$ cat src/pkg/mscr_pkg.sv
// Constants, field layout and types of the miscellaneous system control register block.
package mscr_pkg;

	////////////////////////////////////////////////////////////////////////////////
	// Register map and field positions.
	localparam int unsigned MSCR_ADDR_W    = 12;
	localparam logic [11:0] MSCR_MISC_ADDR = 12'h00C;
	localparam int unsigned MSCR_BYTE_W    = 8;
	localparam int unsigned MSCR_BIT_POR   = 7;
	localparam int unsigned MSCR_BIT_RISE  = 6;
	localparam int unsigned MSCR_BIT_FALL  = 5;
	localparam int unsigned MSCR_BIT_INTEN = 4;
	localparam int unsigned MSCR_BIT_PWMA  = 3;
	localparam int unsigned MSCR_BIT_PWMB  = 2;
	localparam int unsigned MSCR_BIT_SLOW  = 1;
	localparam int unsigned MSCR_BIT_WATCHDOG_ENABLE_BIT  = 0;

	////////////////////////////////////////////////////////////////////////////////
	// Reset values of the plain fields.
	localparam logic MSCR_POR_RST   = 1'h0;
	localparam logic MSCR_SEL_RST   = 1'h0;
	localparam logic MSCR_INTEN_RST = 1'h1;
	localparam logic MSCR_PWM_RST   = 1'h0;
	localparam logic MSCR_SLOW_RST  = 1'h0;
	localparam logic MSCR_WATCHDOG_ENABLE_BIT_RST  = 1'h0;

	////////////////////////////////////////////////////////////////////////////////
	// Modulator periods in timer clocks, derived from the timer overflow interval.
	localparam int unsigned MSCR_TIMER_WRAP   = 65536;
	localparam int unsigned MSCR_RATE_FAST    = 256;
	localparam int unsigned MSCR_RATE_SLOW    = 16;
	localparam int unsigned MSCR_PERIOD_W     = 13;
	localparam logic [12:0] MSCR_PERIOD_FAST  = 13'(MSCR_TIMER_WRAP / MSCR_RATE_FAST);
	localparam logic [12:0] MSCR_PERIOD_SLOW  = 13'(MSCR_TIMER_WRAP / MSCR_RATE_SLOW);

	////////////////////////////////////////////////////////////////////////////////
	// Bus rate divider: normal rate is the oscillator over two, slow mode sixteen times lower.
	localparam int unsigned MSCR_DIV_W       = 5;
	localparam int unsigned MSCR_DIV_NORMAL  = 2;
	localparam int unsigned MSCR_SLOW_FACTOR = 16;
	localparam logic [4:0]  MSCR_DIV_NORM_M1 = 5'(MSCR_DIV_NORMAL - 1);
	localparam logic [4:0]  MSCR_DIV_SLOW_M1 = 5'(MSCR_DIV_NORMAL * MSCR_SLOW_FACTOR - 1);
	localparam logic [4:0]  MSCR_DIV_ZERO    = 5'h00;

	////////////////////////////////////////////////////////////////////////////////
	// Bus slave states, Gray coded along idle, read, read done.
	typedef enum logic [1:0] {
		MSCR_BUS_IDLE  = 2'h0,
		MSCR_BUS_READ  = 2'h1,
		MSCR_BUS_RDONE = 2'h3,
		MSCR_BUS_WRITE = 2'h2
	} mscr_bus_type;

	localparam logic [31:0] MSCR_WORD_ZERO = 32'h0000_0000;
	localparam logic [23:0] MSCR_PAD_ZERO  = 24'h00_0000;

endpackage

$ cat src/core/mscr_top.sv
// Miscellaneous system control register with its AHB-Lite slave and controlled functions.
// What this block does
// - Power-on reset sets the power-on flag
// - Flag ignores written ones, clears on zero
// - Select bits set external pin sensitivity
// - Same bits set wired-OR sensitivity, opposite polarity
// - Select writes need interrupt mask; reset clears
// - Enable bit gates external pin interrupt
// - Enable writes need mask; reset sets it
// - Modulator A period 4096 or 256 clocks
// - Modulator B period 4096 or 256 clocks
// - Rate is overflow rate times 256 or 16
// - Slow mode divides bus rate by sixteen
// - Slow mode clears on reset and stop
// - Writing one clears and enables watchdog
// - Writing zero to watchdog bit does nothing
// - After reset watchdog bit follows mask option
`timescale 1ns/1ps
`default_nettype none
module mscr_top #(
	parameter int DEC_W = 12
) (
	input  wire logic                               CLK,
	input  wire logic                               RSTN,
	input  wire logic                               CE,
	input  wire logic                               HSEL,
	input  wire logic [31:0]                        HADDR,
	input  wire logic [1:0]                         HTRANS,
	input  wire logic                               HWRITE,
	input  wire logic [2:0]                         HSIZE,
	input  wire logic [31:0]                        HWDATA,
	input  wire logic                               HREADY,
	output logic      [31:0]                        HRDATA,
	output logic                                    HREADYOUT,
	output logic                                    HRESP,
	input  wire logic                               CPU_IMASK,
	input  wire logic                               STOP_ENTRY,
	input  wire logic                               RESET_CAUSE_POR,
	input  wire logic                               WATCHDOG_ENABLE_BIT_MASK_OPT,
	input  wire logic                               EXT_IRQ_PIN,
	input  wire logic                               WOR_LEVEL,
	output logic                                    EXT_IRQ_REQ,
	output logic                                    WOR_REQ,
	output logic      [mscr_pkg::MSCR_PERIOD_W-1:0] PWM_A_PERIOD,
	output logic      [mscr_pkg::MSCR_PERIOD_W-1:0] PWM_B_PERIOD,
	output logic                                    BUS_SLOW_MODE,
	output logic                                    BUS_TICK,
	output logic                                    WATCHDOG_ENABLE_BIT_ENABLE,
	output logic                                    WATCHDOG_ENABLE_BIT_CLEAR
);
	import mscr_pkg::*;

	if (DEC_W < MSCR_ADDR_W || DEC_W > 32) begin : g_chk
		$error("mscr_top decode width out of range");
	end

	////////////////////////////////////////////////////////////////////////////////
	// Declarations.
	mscr_bus_type              state_r;
	mscr_bus_type              state_nxt;
	logic [DEC_W-1:0]          addr_r;
	logic [31:0]               hrdata_r;
	logic                      ready_r;
	logic                      init_done_r;
	logic                      por_r;
	logic                      rise_sel_r;
	logic                      fall_sel_r;
	logic                      int_en_r;
	logic                      pwm_a_slow_r;
	logic                      pwm_b_slow_r;
	logic                      slow_mode_r;
	logic                      watchdog_enable_bit_en_r;
	logic                      watchdog_enable_bit_clr_r;
	logic [MSCR_PERIOD_W-1:0]  pwm_a_period_r;
	logic [MSCR_PERIOD_W-1:0]  pwm_b_period_r;
	logic [MSCR_DIV_W-1:0]     div_r;
	logic [MSCR_DIV_W-1:0]     div_nxt;
	logic                      tick_r;
	logic                      addr_accept;
	logic                      reg_hit;
	logic                      reg_wr;
	logic                      mask_wr;
	logic [MSCR_BYTE_W-1:0]    wbyte;
	logic [MSCR_BYTE_W-1:0]    misc_byte;
	logic                      por_nxt;
	logic                      slow_nxt;
	logic                      watchdog_enable_bit_nxt;
	logic                      watchdog_enable_bit_kick;
	logic [1:0]                pin_s;

	////////////////////////////////////////////////////////////////////////////////
	// AHB-Lite decode. Upper address bits beyond the decode width alias.
	assign addr_accept = HSEL & HTRANS[1] & HREADY;
	assign reg_hit     = (addr_r == DEC_W'(MSCR_MISC_ADDR));
	assign reg_wr      = CE & (state_r == MSCR_BUS_WRITE) & reg_hit;
	assign mask_wr     = reg_wr & CPU_IMASK;
	assign wbyte       = HWDATA[MSCR_BYTE_W-1:0];
	assign misc_byte   = {por_r, rise_sel_r, fall_sel_r, int_en_r,
	                      pwm_a_slow_r, pwm_b_slow_r, slow_mode_r, watchdog_enable_bit_en_r};

	// Reads take one wait state so that a write just before is always seen.
	always_comb begin
		case (state_r)
			MSCR_BUS_READ: begin
				state_nxt = MSCR_BUS_RDONE;
			end
			default: begin
				if (addr_accept) begin
					state_nxt = HWRITE ? MSCR_BUS_WRITE : MSCR_BUS_READ;
				end else begin
					state_nxt = MSCR_BUS_IDLE;
				end
			end
		endcase
	end

	always_ff @(posedge CLK or negedge RSTN) begin
		if (!RSTN) begin
			state_r <= MSCR_BUS_IDLE;
			ready_r <= 1'b1;
		end else if (CE) begin
			state_r <= state_nxt;
			ready_r <= (state_nxt != MSCR_BUS_READ);
		end
	end

	always_ff @(posedge CLK or negedge RSTN) begin
		if (!RSTN) begin
			addr_r <= '0;
		end else if (CE && addr_accept) begin
			addr_r <= HADDR[DEC_W-1:0];
		end
	end

	// Unmapped addresses read as zero and ignore writes; the answer is always OKAY.
	always_ff @(posedge CLK or negedge RSTN) begin
		if (!RSTN) begin
			hrdata_r <= MSCR_WORD_ZERO;
		end else if (CE && state_r == MSCR_BUS_READ) begin
			hrdata_r <= reg_hit ? {MSCR_PAD_ZERO, misc_byte} : MSCR_WORD_ZERO;
		end
	end

	assign HRDATA    = hrdata_r;
	assign HREADYOUT = ready_r;
	assign HRESP     = 1'b0;

	////////////////////////////////////////////////////////////////////////////////
	// Reset-time capture. Cause and mask option come from the reset controller on this clock.
	always_ff @(posedge CLK or negedge RSTN) begin
		if (!RSTN) begin
			init_done_r <= 1'b0;
		end else if (CE) begin
			init_done_r <= 1'b1;
		end
	end

	////////////////////////////////////////////////////////////////////////////////
	// Register fields.
	assign por_nxt = !init_done_r ? RESET_CAUSE_POR :
	                 (reg_wr && !wbyte[MSCR_BIT_POR]) ? 1'b0 : por_r;

	assign slow_nxt = STOP_ENTRY ? 1'b0 :
	                  reg_wr ? wbyte[MSCR_BIT_SLOW] : slow_mode_r;

	// A written zero is dropped, so software can never stop a running watchdog.
	assign watchdog_enable_bit_kick = reg_wr & wbyte[MSCR_BIT_WATCHDOG_ENABLE_BIT];
	assign watchdog_enable_bit_nxt  = !init_done_r ? WATCHDOG_ENABLE_BIT_MASK_OPT :
	                   watchdog_enable_bit_kick ? 1'b1 : watchdog_enable_bit_en_r;

	always_ff @(posedge CLK or negedge RSTN) begin
		if (!RSTN) begin
			por_r       <= MSCR_POR_RST;
			slow_mode_r <= MSCR_SLOW_RST;
			watchdog_enable_bit_en_r   <= MSCR_WATCHDOG_ENABLE_BIT_RST;
			watchdog_enable_bit_clr_r  <= 1'b0;
		end else if (CE) begin
			por_r       <= por_nxt;
			slow_mode_r <= slow_nxt;
			watchdog_enable_bit_en_r   <= watchdog_enable_bit_nxt;
			watchdog_enable_bit_clr_r  <= watchdog_enable_bit_kick;
		end
	end

	always_ff @(posedge CLK or negedge RSTN) begin
		if (!RSTN) begin
			rise_sel_r <= MSCR_SEL_RST;
			fall_sel_r <= MSCR_SEL_RST;
			int_en_r   <= MSCR_INTEN_RST;
		end else if (mask_wr) begin
			rise_sel_r <= wbyte[MSCR_BIT_RISE];
			fall_sel_r <= wbyte[MSCR_BIT_FALL];
			int_en_r   <= wbyte[MSCR_BIT_INTEN];
		end
	end

	// Selects are single buffered; software must set them before the modulator values.
	always_ff @(posedge CLK or negedge RSTN) begin
		if (!RSTN) begin
			pwm_a_slow_r <= MSCR_PWM_RST;
			pwm_b_slow_r <= MSCR_PWM_RST;
		end else if (reg_wr) begin
			pwm_a_slow_r <= wbyte[MSCR_BIT_PWMA];
			pwm_b_slow_r <= wbyte[MSCR_BIT_PWMB];
		end
	end

	////////////////////////////////////////////////////////////////////////////////
	// Modulator periods. The two figures follow from the overflow interval over 256 and 16.
	always_ff @(posedge CLK or negedge RSTN) begin
		if (!RSTN) begin
			pwm_a_period_r <= MSCR_PERIOD_FAST;
			pwm_b_period_r <= MSCR_PERIOD_FAST;
		end else if (CE) begin
			pwm_a_period_r <= pwm_a_slow_r ? MSCR_PERIOD_SLOW : MSCR_PERIOD_FAST;
			pwm_b_period_r <= pwm_b_slow_r ? MSCR_PERIOD_SLOW : MSCR_PERIOD_FAST;
		end
	end

	assign PWM_A_PERIOD = pwm_a_period_r;
	assign PWM_B_PERIOD = pwm_b_period_r;

	////////////////////////////////////////////////////////////////////////////////
	// Bus rate divider. A mode change takes effect at the next tick, so no tick is ever short.
	assign div_nxt = (div_r != MSCR_DIV_ZERO) ? div_r - 5'h01 :
	                 slow_mode_r ? MSCR_DIV_SLOW_M1 : MSCR_DIV_NORM_M1;

	always_ff @(posedge CLK or negedge RSTN) begin
		if (!RSTN) begin
			div_r  <= MSCR_DIV_ZERO;
			tick_r <= 1'b0;
		end else if (CE) begin
			div_r  <= div_nxt;
			tick_r <= (div_r == MSCR_DIV_ZERO);
		end
	end

	assign BUS_TICK      = tick_r;
	assign BUS_SLOW_MODE = slow_mode_r;
	assign WATCHDOG_ENABLE_BIT_ENABLE   = watchdog_enable_bit_en_r;
	assign WATCHDOG_ENABLE_BIT_CLEAR    = watchdog_enable_bit_clr_r;

	////////////////////////////////////////////////////////////////////////////////
	// Interrupt sources. The active-low pin enters the synchroniser inverted, so cleared flops read as an idle pin.
	mscr_sync #(
		.W (2)
	) u_sync (
		.clk  (CLK),
		.rstn (RSTN),
		.ce   (CE),
		.d    ({~EXT_IRQ_PIN, WOR_LEVEL}),
		.q    (pin_s)
	);

	mscr_sense #(
		.ACTIVE_LOW (1'b0)
	) u_ext_sense (
		.clk  (CLK),
		.rstn (RSTN),
		.ce   (CE),
		.lvl  (pin_s[1]),
		.en   (int_en_r),
		.code ({rise_sel_r, fall_sel_r}),
		.req  (EXT_IRQ_REQ)
	);

	mscr_sense #(
		.ACTIVE_LOW (1'b0)
	) u_wor_sense (
		.clk  (CLK),
		.rstn (RSTN),
		.ce   (CE),
		.lvl  (pin_s[0]),
		.en   (1'b1),
		.code ({rise_sel_r, fall_sel_r}),
		.req  (WOR_REQ)
	);

	////////////////////////////////////////////////////////////////////////////////
	// Checks.
	property p_por_set;
		@(posedge CLK) disable iff (!RSTN)
		(CE && !init_done_r && RESET_CAUSE_POR) |=> por_r;
	endproperty
	a_por_set: assert property (p_por_set) else $error("power-on flag not set");

	property p_por_write;
		@(posedge CLK) disable iff (!RSTN)
		(reg_wr && init_done_r) |=> (por_r == ($past(por_r) & $past(wbyte[MSCR_BIT_POR])));
	endproperty
	a_por_write: assert property (p_por_write) else $error("power-on flag write wrong");

	property p_sel_locked;
		@(posedge CLK) disable iff (!RSTN)
		(reg_wr && !CPU_IMASK) |=> $stable({rise_sel_r, fall_sel_r, int_en_r});
	endproperty
	a_sel_locked: assert property (p_sel_locked) else $error("select written while unmasked");

	property p_inten_write;
		@(posedge CLK) disable iff (!RSTN)
		mask_wr |=> (int_en_r == $past(wbyte[MSCR_BIT_INTEN]));
	endproperty
	a_inten_write: assert property (p_inten_write) else $error("enable bit not written");

	property p_ext_gate;
		@(posedge CLK) disable iff (!RSTN)
		(CE && !int_en_r) |=> !EXT_IRQ_REQ;
	endproperty
	a_ext_gate: assert property (p_ext_gate) else $error("request while disabled");

	property p_period_a;
		@(posedge CLK) disable iff (!RSTN)
		(CE && pwm_a_slow_r) ##1 (CE && pwm_a_slow_r) |=> (PWM_A_PERIOD == MSCR_PERIOD_SLOW);
	endproperty
	a_period_a: assert property (p_period_a) else $error("modulator A period wrong");

	property p_period_b;
		@(posedge CLK) disable iff (!RSTN)
		(CE && !pwm_b_slow_r) |=> (PWM_B_PERIOD == MSCR_PERIOD_FAST);
	endproperty
	a_period_b: assert property (p_period_b) else $error("modulator B period wrong");

	property p_div_reload;
		@(posedge CLK) disable iff (!RSTN)
		(CE && div_r == MSCR_DIV_ZERO) |=>
			(div_r == ($past(slow_mode_r) ? MSCR_DIV_SLOW_M1 : MSCR_DIV_NORM_M1)) && BUS_TICK;
	endproperty
	a_div_reload: assert property (p_div_reload) else $error("bus divider reload wrong");

	property p_stop_clear;
		@(posedge CLK) disable iff (!RSTN)
		(CE && STOP_ENTRY) |=> !BUS_SLOW_MODE;
	endproperty
	a_stop_clear: assert property (p_stop_clear) else $error("slow mode kept in stop");

	property p_watchdog_enable_bit_kick;
		@(posedge CLK) disable iff (!RSTN)
		watchdog_enable_bit_kick |=> (WATCHDOG_ENABLE_BIT_CLEAR && WATCHDOG_ENABLE_BIT_ENABLE);
	endproperty
	a_watchdog_enable_bit_kick: assert property (p_watchdog_enable_bit_kick) else $error("watchdog kick lost");

	property p_watchdog_enable_bit_hold;
		@(posedge CLK) disable iff (!RSTN)
		(CE && init_done_r && watchdog_enable_bit_en_r) |=> watchdog_enable_bit_en_r;
	endproperty
	a_watchdog_enable_bit_hold: assert property (p_watchdog_enable_bit_hold) else $error("watchdog disabled by software");

	property p_watchdog_enable_bit_init;
		@(posedge CLK) disable iff (!RSTN)
		(CE && !init_done_r) |=> (watchdog_enable_bit_en_r == $past(WATCHDOG_ENABLE_BIT_MASK_OPT));
	endproperty
	a_watchdog_enable_bit_init: assert property (p_watchdog_enable_bit_init) else $error("watchdog reset value wrong");
endmodule
`default_nettype wire

$ cat src/core/mscr_sync.sv
// Two flip-flop synchroniser for asynchronous pin levels.
`timescale 1ns/1ps
`default_nettype none
module mscr_sync #(
	parameter int W = 2
) (
	input  wire logic         clk,
	input  wire logic         rstn,
	input  wire logic         ce,
	input  wire logic [W-1:0] d,
	output logic      [W-1:0] q
);
	logic [W-1:0] meta_r;

	if (W < 1) begin : g_chk
		$error("mscr_sync width must be at least one");
	end

	// The first stage feeds only the second stage.
	always_ff @(posedge clk or negedge rstn) begin
		if (!rstn) begin
			meta_r <= '0;
			q      <= '0;
		end else if (ce) begin
			meta_r <= d;
			q      <= meta_r;
		end
	end
endmodule
`default_nettype wire

$ cat src/core/mscr_sense.sv
// Edge and level sensitivity detector for one interrupt source.
`timescale 1ns/1ps
`default_nettype none
module mscr_sense #(
	parameter bit ACTIVE_LOW = 1'b1
) (
	input  wire logic       clk,
	input  wire logic       rstn,
	input  wire logic       ce,
	input  wire logic       lvl,
	input  wire logic       en,
	input  wire logic [1:0] code,
	output logic            req
);
	logic prev_r;
	logic asserted;
	logic rise_edge;
	logic fall_edge;
	logic hit;

	// Code 00 is asserting edge plus level, 01 asserting edge, 10 releasing edge, 11 both edges.
	assign asserted  = lvl ^ ACTIVE_LOW;
	assign rise_edge = asserted & ~prev_r;
	assign fall_edge = ~asserted & prev_r;
	assign hit       = (code == 2'h0) ? asserted :
	                   (code == 2'h1) ? rise_edge :
	                   (code == 2'h2) ? fall_edge :
	                   (rise_edge | fall_edge);

	always_ff @(posedge clk or negedge rstn) begin
		if (!rstn) begin
			prev_r <= 1'b0;
			req    <= 1'b0;
		end else if (ce) begin
			prev_r <= asserted;
			req    <= en & hit;
		end
	end

	property p_level_mode;
		@(posedge clk) disable iff (!rstn)
		(ce && en && code == 2'h0 && asserted) |=> req;
	endproperty
	a_level_mode: assert property (p_level_mode) else $error("level mode request missing");
endmodule
`default_nettype wire

$ cat config.mk
export PLATFORM = sky130hd
export DESIGN_NAME = mscr_top
export DESIGN_NICKNAME = d
export VERILOG_FILES = /design/src/pkg/mscr_pkg.sv /design/src/core/mscr_top.sv /design/src/core/mscr_sync.sv /design/src/core/mscr_sense.sv
export SDC_FILE = /design/constraint.sdc
export NUM_CORES = 1
export LEC_CHECK = 0
export ABC_AREA = 1
export BUFFER_PORTS_ARGS = -buffer_cell sky130_fd_sc_hd__buf_2
export CAP_MARGIN = 20
export CORE_AREA = 2 2 69 88
export DETAILED_ROUTE_END_ITERATION = 10
export DIE_AREA = 0 0 71 90
export PLACE_DENSITY = 0.82
export SLEW_MARGIN = 10
export SYNTH_ARGS = -nofsm -noshare
export SYNTH_HDL_FRONTEND = slang
export SYNTH_SLANG_ARGS = --single-unit
$ cat constraint.sdc
create_clock -name CLK -period 2.4 [get_ports CLK]
set_input_delay 0.36 -clock CLK [delete_from_list [all_inputs] [get_ports CLK]]
set_output_delay 0.36 -clock CLK [all_outputs]
set_load 0.01 [all_outputs]
==> flow_summary.toml <==
[outcome]
status = "finished, final reports clean"

[place]
place_congestion = 0.8006
dp_worst_setup_slack_ps = 744.5
portBuffers = 51
dp.final_hpwl_microns = 3504

[sta]
finalWorstSetupSlack_ps = 1008
relSlewSlack_pct = 57.08
finalHoldViolCount = 0
setup_tns_ps = 0
finalSetupViolations = 0
post-route-period-util_pct = 58.00
fin_worst_skew_ps = 8.955
holdWs_ps = 76.48
fmax_mhz = 718.5
tightest_slew_ps = 643.7
grt_setup_unrepaired = "false"
fin_crit_ps = 1392
maxSlewViolCount = 0

[global_routing]
gr-usage-all-layers_pct = 15.51
grt_first_pass_wirelength_microns = 7831
grt_max_degree = 30
gr-total-overflow = 0
antenna_found_initial = 0
grt_pass1_vias = 1763

[detailed_routing]
detail_route.vias_per_cell = 4.417
wirelength_microns = 4667
num_vias = 1842
post_drt_wl_per_cell_microns = 11.19
drt_iter0_markers = 68
post-route-drc-count = 0
postRouteAntennaNets = 0
dr.pass1.iters = 4

[worst_hold_path]
hold_class = "primary input to async pin"

[critical_path]
end_kind = "flip-flop"
start_kind = "flip-flop"
worstPathMaxFanout = 8
path_class = "flip-flop to flip-flop"
arrival_ps = 1610
cp_data_required_time_ps = 2620

[cells_and_area]
fin_util_pct = 50.79
layout_common_cells = "nand2_1 (85), buf_2 (51), dfrtp_1 (47), conb_1 (47), inv_1 (29)"
nFillCells = 545
final_nets = 436
layout_commonest_cell = "nand2_1"
synthToLayoutAreaGrowth_pct = 10.02
layout-drive-gt1-share_pct = 21.65
antennaDiodeCount = 0

[clock_tree]
ctsResizeCount = 0
cts_hold_buffers = 0
cts_root_buf = "clkbuf_8"
clk_latency_ps = 300
cts_buffer_depth = 2
cts_tree = "built"
cts_buffers = 5
path_clk_slew_ps = 90
cts_setup_buffers = 0
cts_sinks = 51
h-tree-depth = 2

[die]
die_width_microns = 71
die_area_sq_mm = 0.006390
chipHeight_microns = 90
rows = 31
io-pin-count = 147
start_util_pct = 46.16
core-area_sq_mm = 0.005624

[power_and_ir_drop]
p_per_area_mw_per_mm2 = 722.3
p_leak_nw = 1.571
ir_worst_vdd_mv = 0.3717

[logic_synthesis]
syn_area_sq_mm = 0.002596
async_flop_share_pct = 100.0
yosys_register_bits = 51
synthFlopType = "dfrtp_1"
avgSynthCellArea_sq_um = 8.771
synth_cell_types = 36
yosys_warnings = 0
seq_area_frac_synth_pct = 49.35
synthCells = 296
synth_edf_count = 0

[flow_run]
maxCapViolCount = 0
-- synth_stat cells, types with 2 or more instances --
library cell	n	area share, %
a21oi_1	2	0.39
buf_2	3	0.58
buf_4	48	14
dfrtp_1	47	45
dfstp_2	4	4.0
ha_1	5	2.4
inv_1	29	4.2
inv_2	2	0.29
nand2_1	85	12
nand3_1	3	0.58
nor2_1	14	2.0
nor2_2	2	0.48
nor3_1	2	0.39
o211ai_1	2	0.58
o21ai_0	19	3.7
o21ai_1	9	1.7
-- critical path: stages, from the launching register on --
cell and delay, ps:
dfrtp_1 390, nor2_1 110, nand2_1 70, nor2_2 210, nand4_2 290, o21ai_1 240
-- flip-flops by register name, summed over array words and instances, names as in the netlist, 2 cells and up --
signal and count:
HRDATA 8, PWM_A_PERIOD 2, PWM_B_PERIOD 2, addr_r 12, div_r 5, state_r 2
u_sync.meta_r 2, u_sync.q 2
-- routing by layer --
layer  wire [microns]  global-route usage [%]  part of all wire [%]  vias up
li1                 -                       -                     -      935
met1             1861                   17.13                    40      833
met2             2471                   28.50                    53       68
met3              268                   2.915                   5.7        6
met4               66                   6.289                   1.4        0
met5                0                       0                     0        -
-- through the flow --
step | std cells | power [W] | area [sq um]
floorplan | 342 | 0.001402 | 2769
CTS | 417 | 0.002089 | 2856
detailed placement | 409 | 0.001477 | 2739
global placement | 409 | 0.001452 | 2739
finish | 417 | 0.002063 | 2856
global route | 417 | 0.002204 | 2856
-- worst paths after layout --
kind	startpoint	endpoint	slack, ps	depth (start not counted)
max	addr_r[5]	HRDATA[7]	1010	5
min reg2reg	pwm_a_slow_r	PWM_A_PERIOD[8]	470	1
min	RSTN	HRDATA[6]	80	1
max in group asynchronous	RSTN	PWM_B_PERIOD[8]	1630	2
min in group CLK	EXT_IRQ_PIN	u_sync.meta_r[1]	250	2
max reg2reg	addr_r[5]	HRDATA[7]	1010	5
-- cells by family after synthesis --
kind of cell	Yosys count	synth area share (%)
AND/OR/NAND/NOR	114	19.52
XOR/XNOR	2	0.6748
flip-flops	51	49.35
other	1	0.1444
AO/OA/AOI/OAI	39	8.386
buffers and inverters	84	19.52
adder cells (fa/ha/maj)	5	2.410
-- power by group --
part           internal [W]  switching [W]  total (W)
Combinational      0.000153       0.000252   0.000404
Sequential         0.000981      0.0000716    0.00105
Clock              0.000337       0.000269   0.000606
-- cell type report --
cell class	instances	area, sq um	area share [%]
flip-flops and latches	51	1281	44.85
multi-input cells	207	980.9	34.34
repair buffers	54	277.8	9.724
inverters	31	116.4	4.074
clock buffers	6	82.58	2.891
well taps	66	82.58	2.891
clock inverters	2	35.03	1.226
No activity file was read; power rests on OpenSTA's default activity.
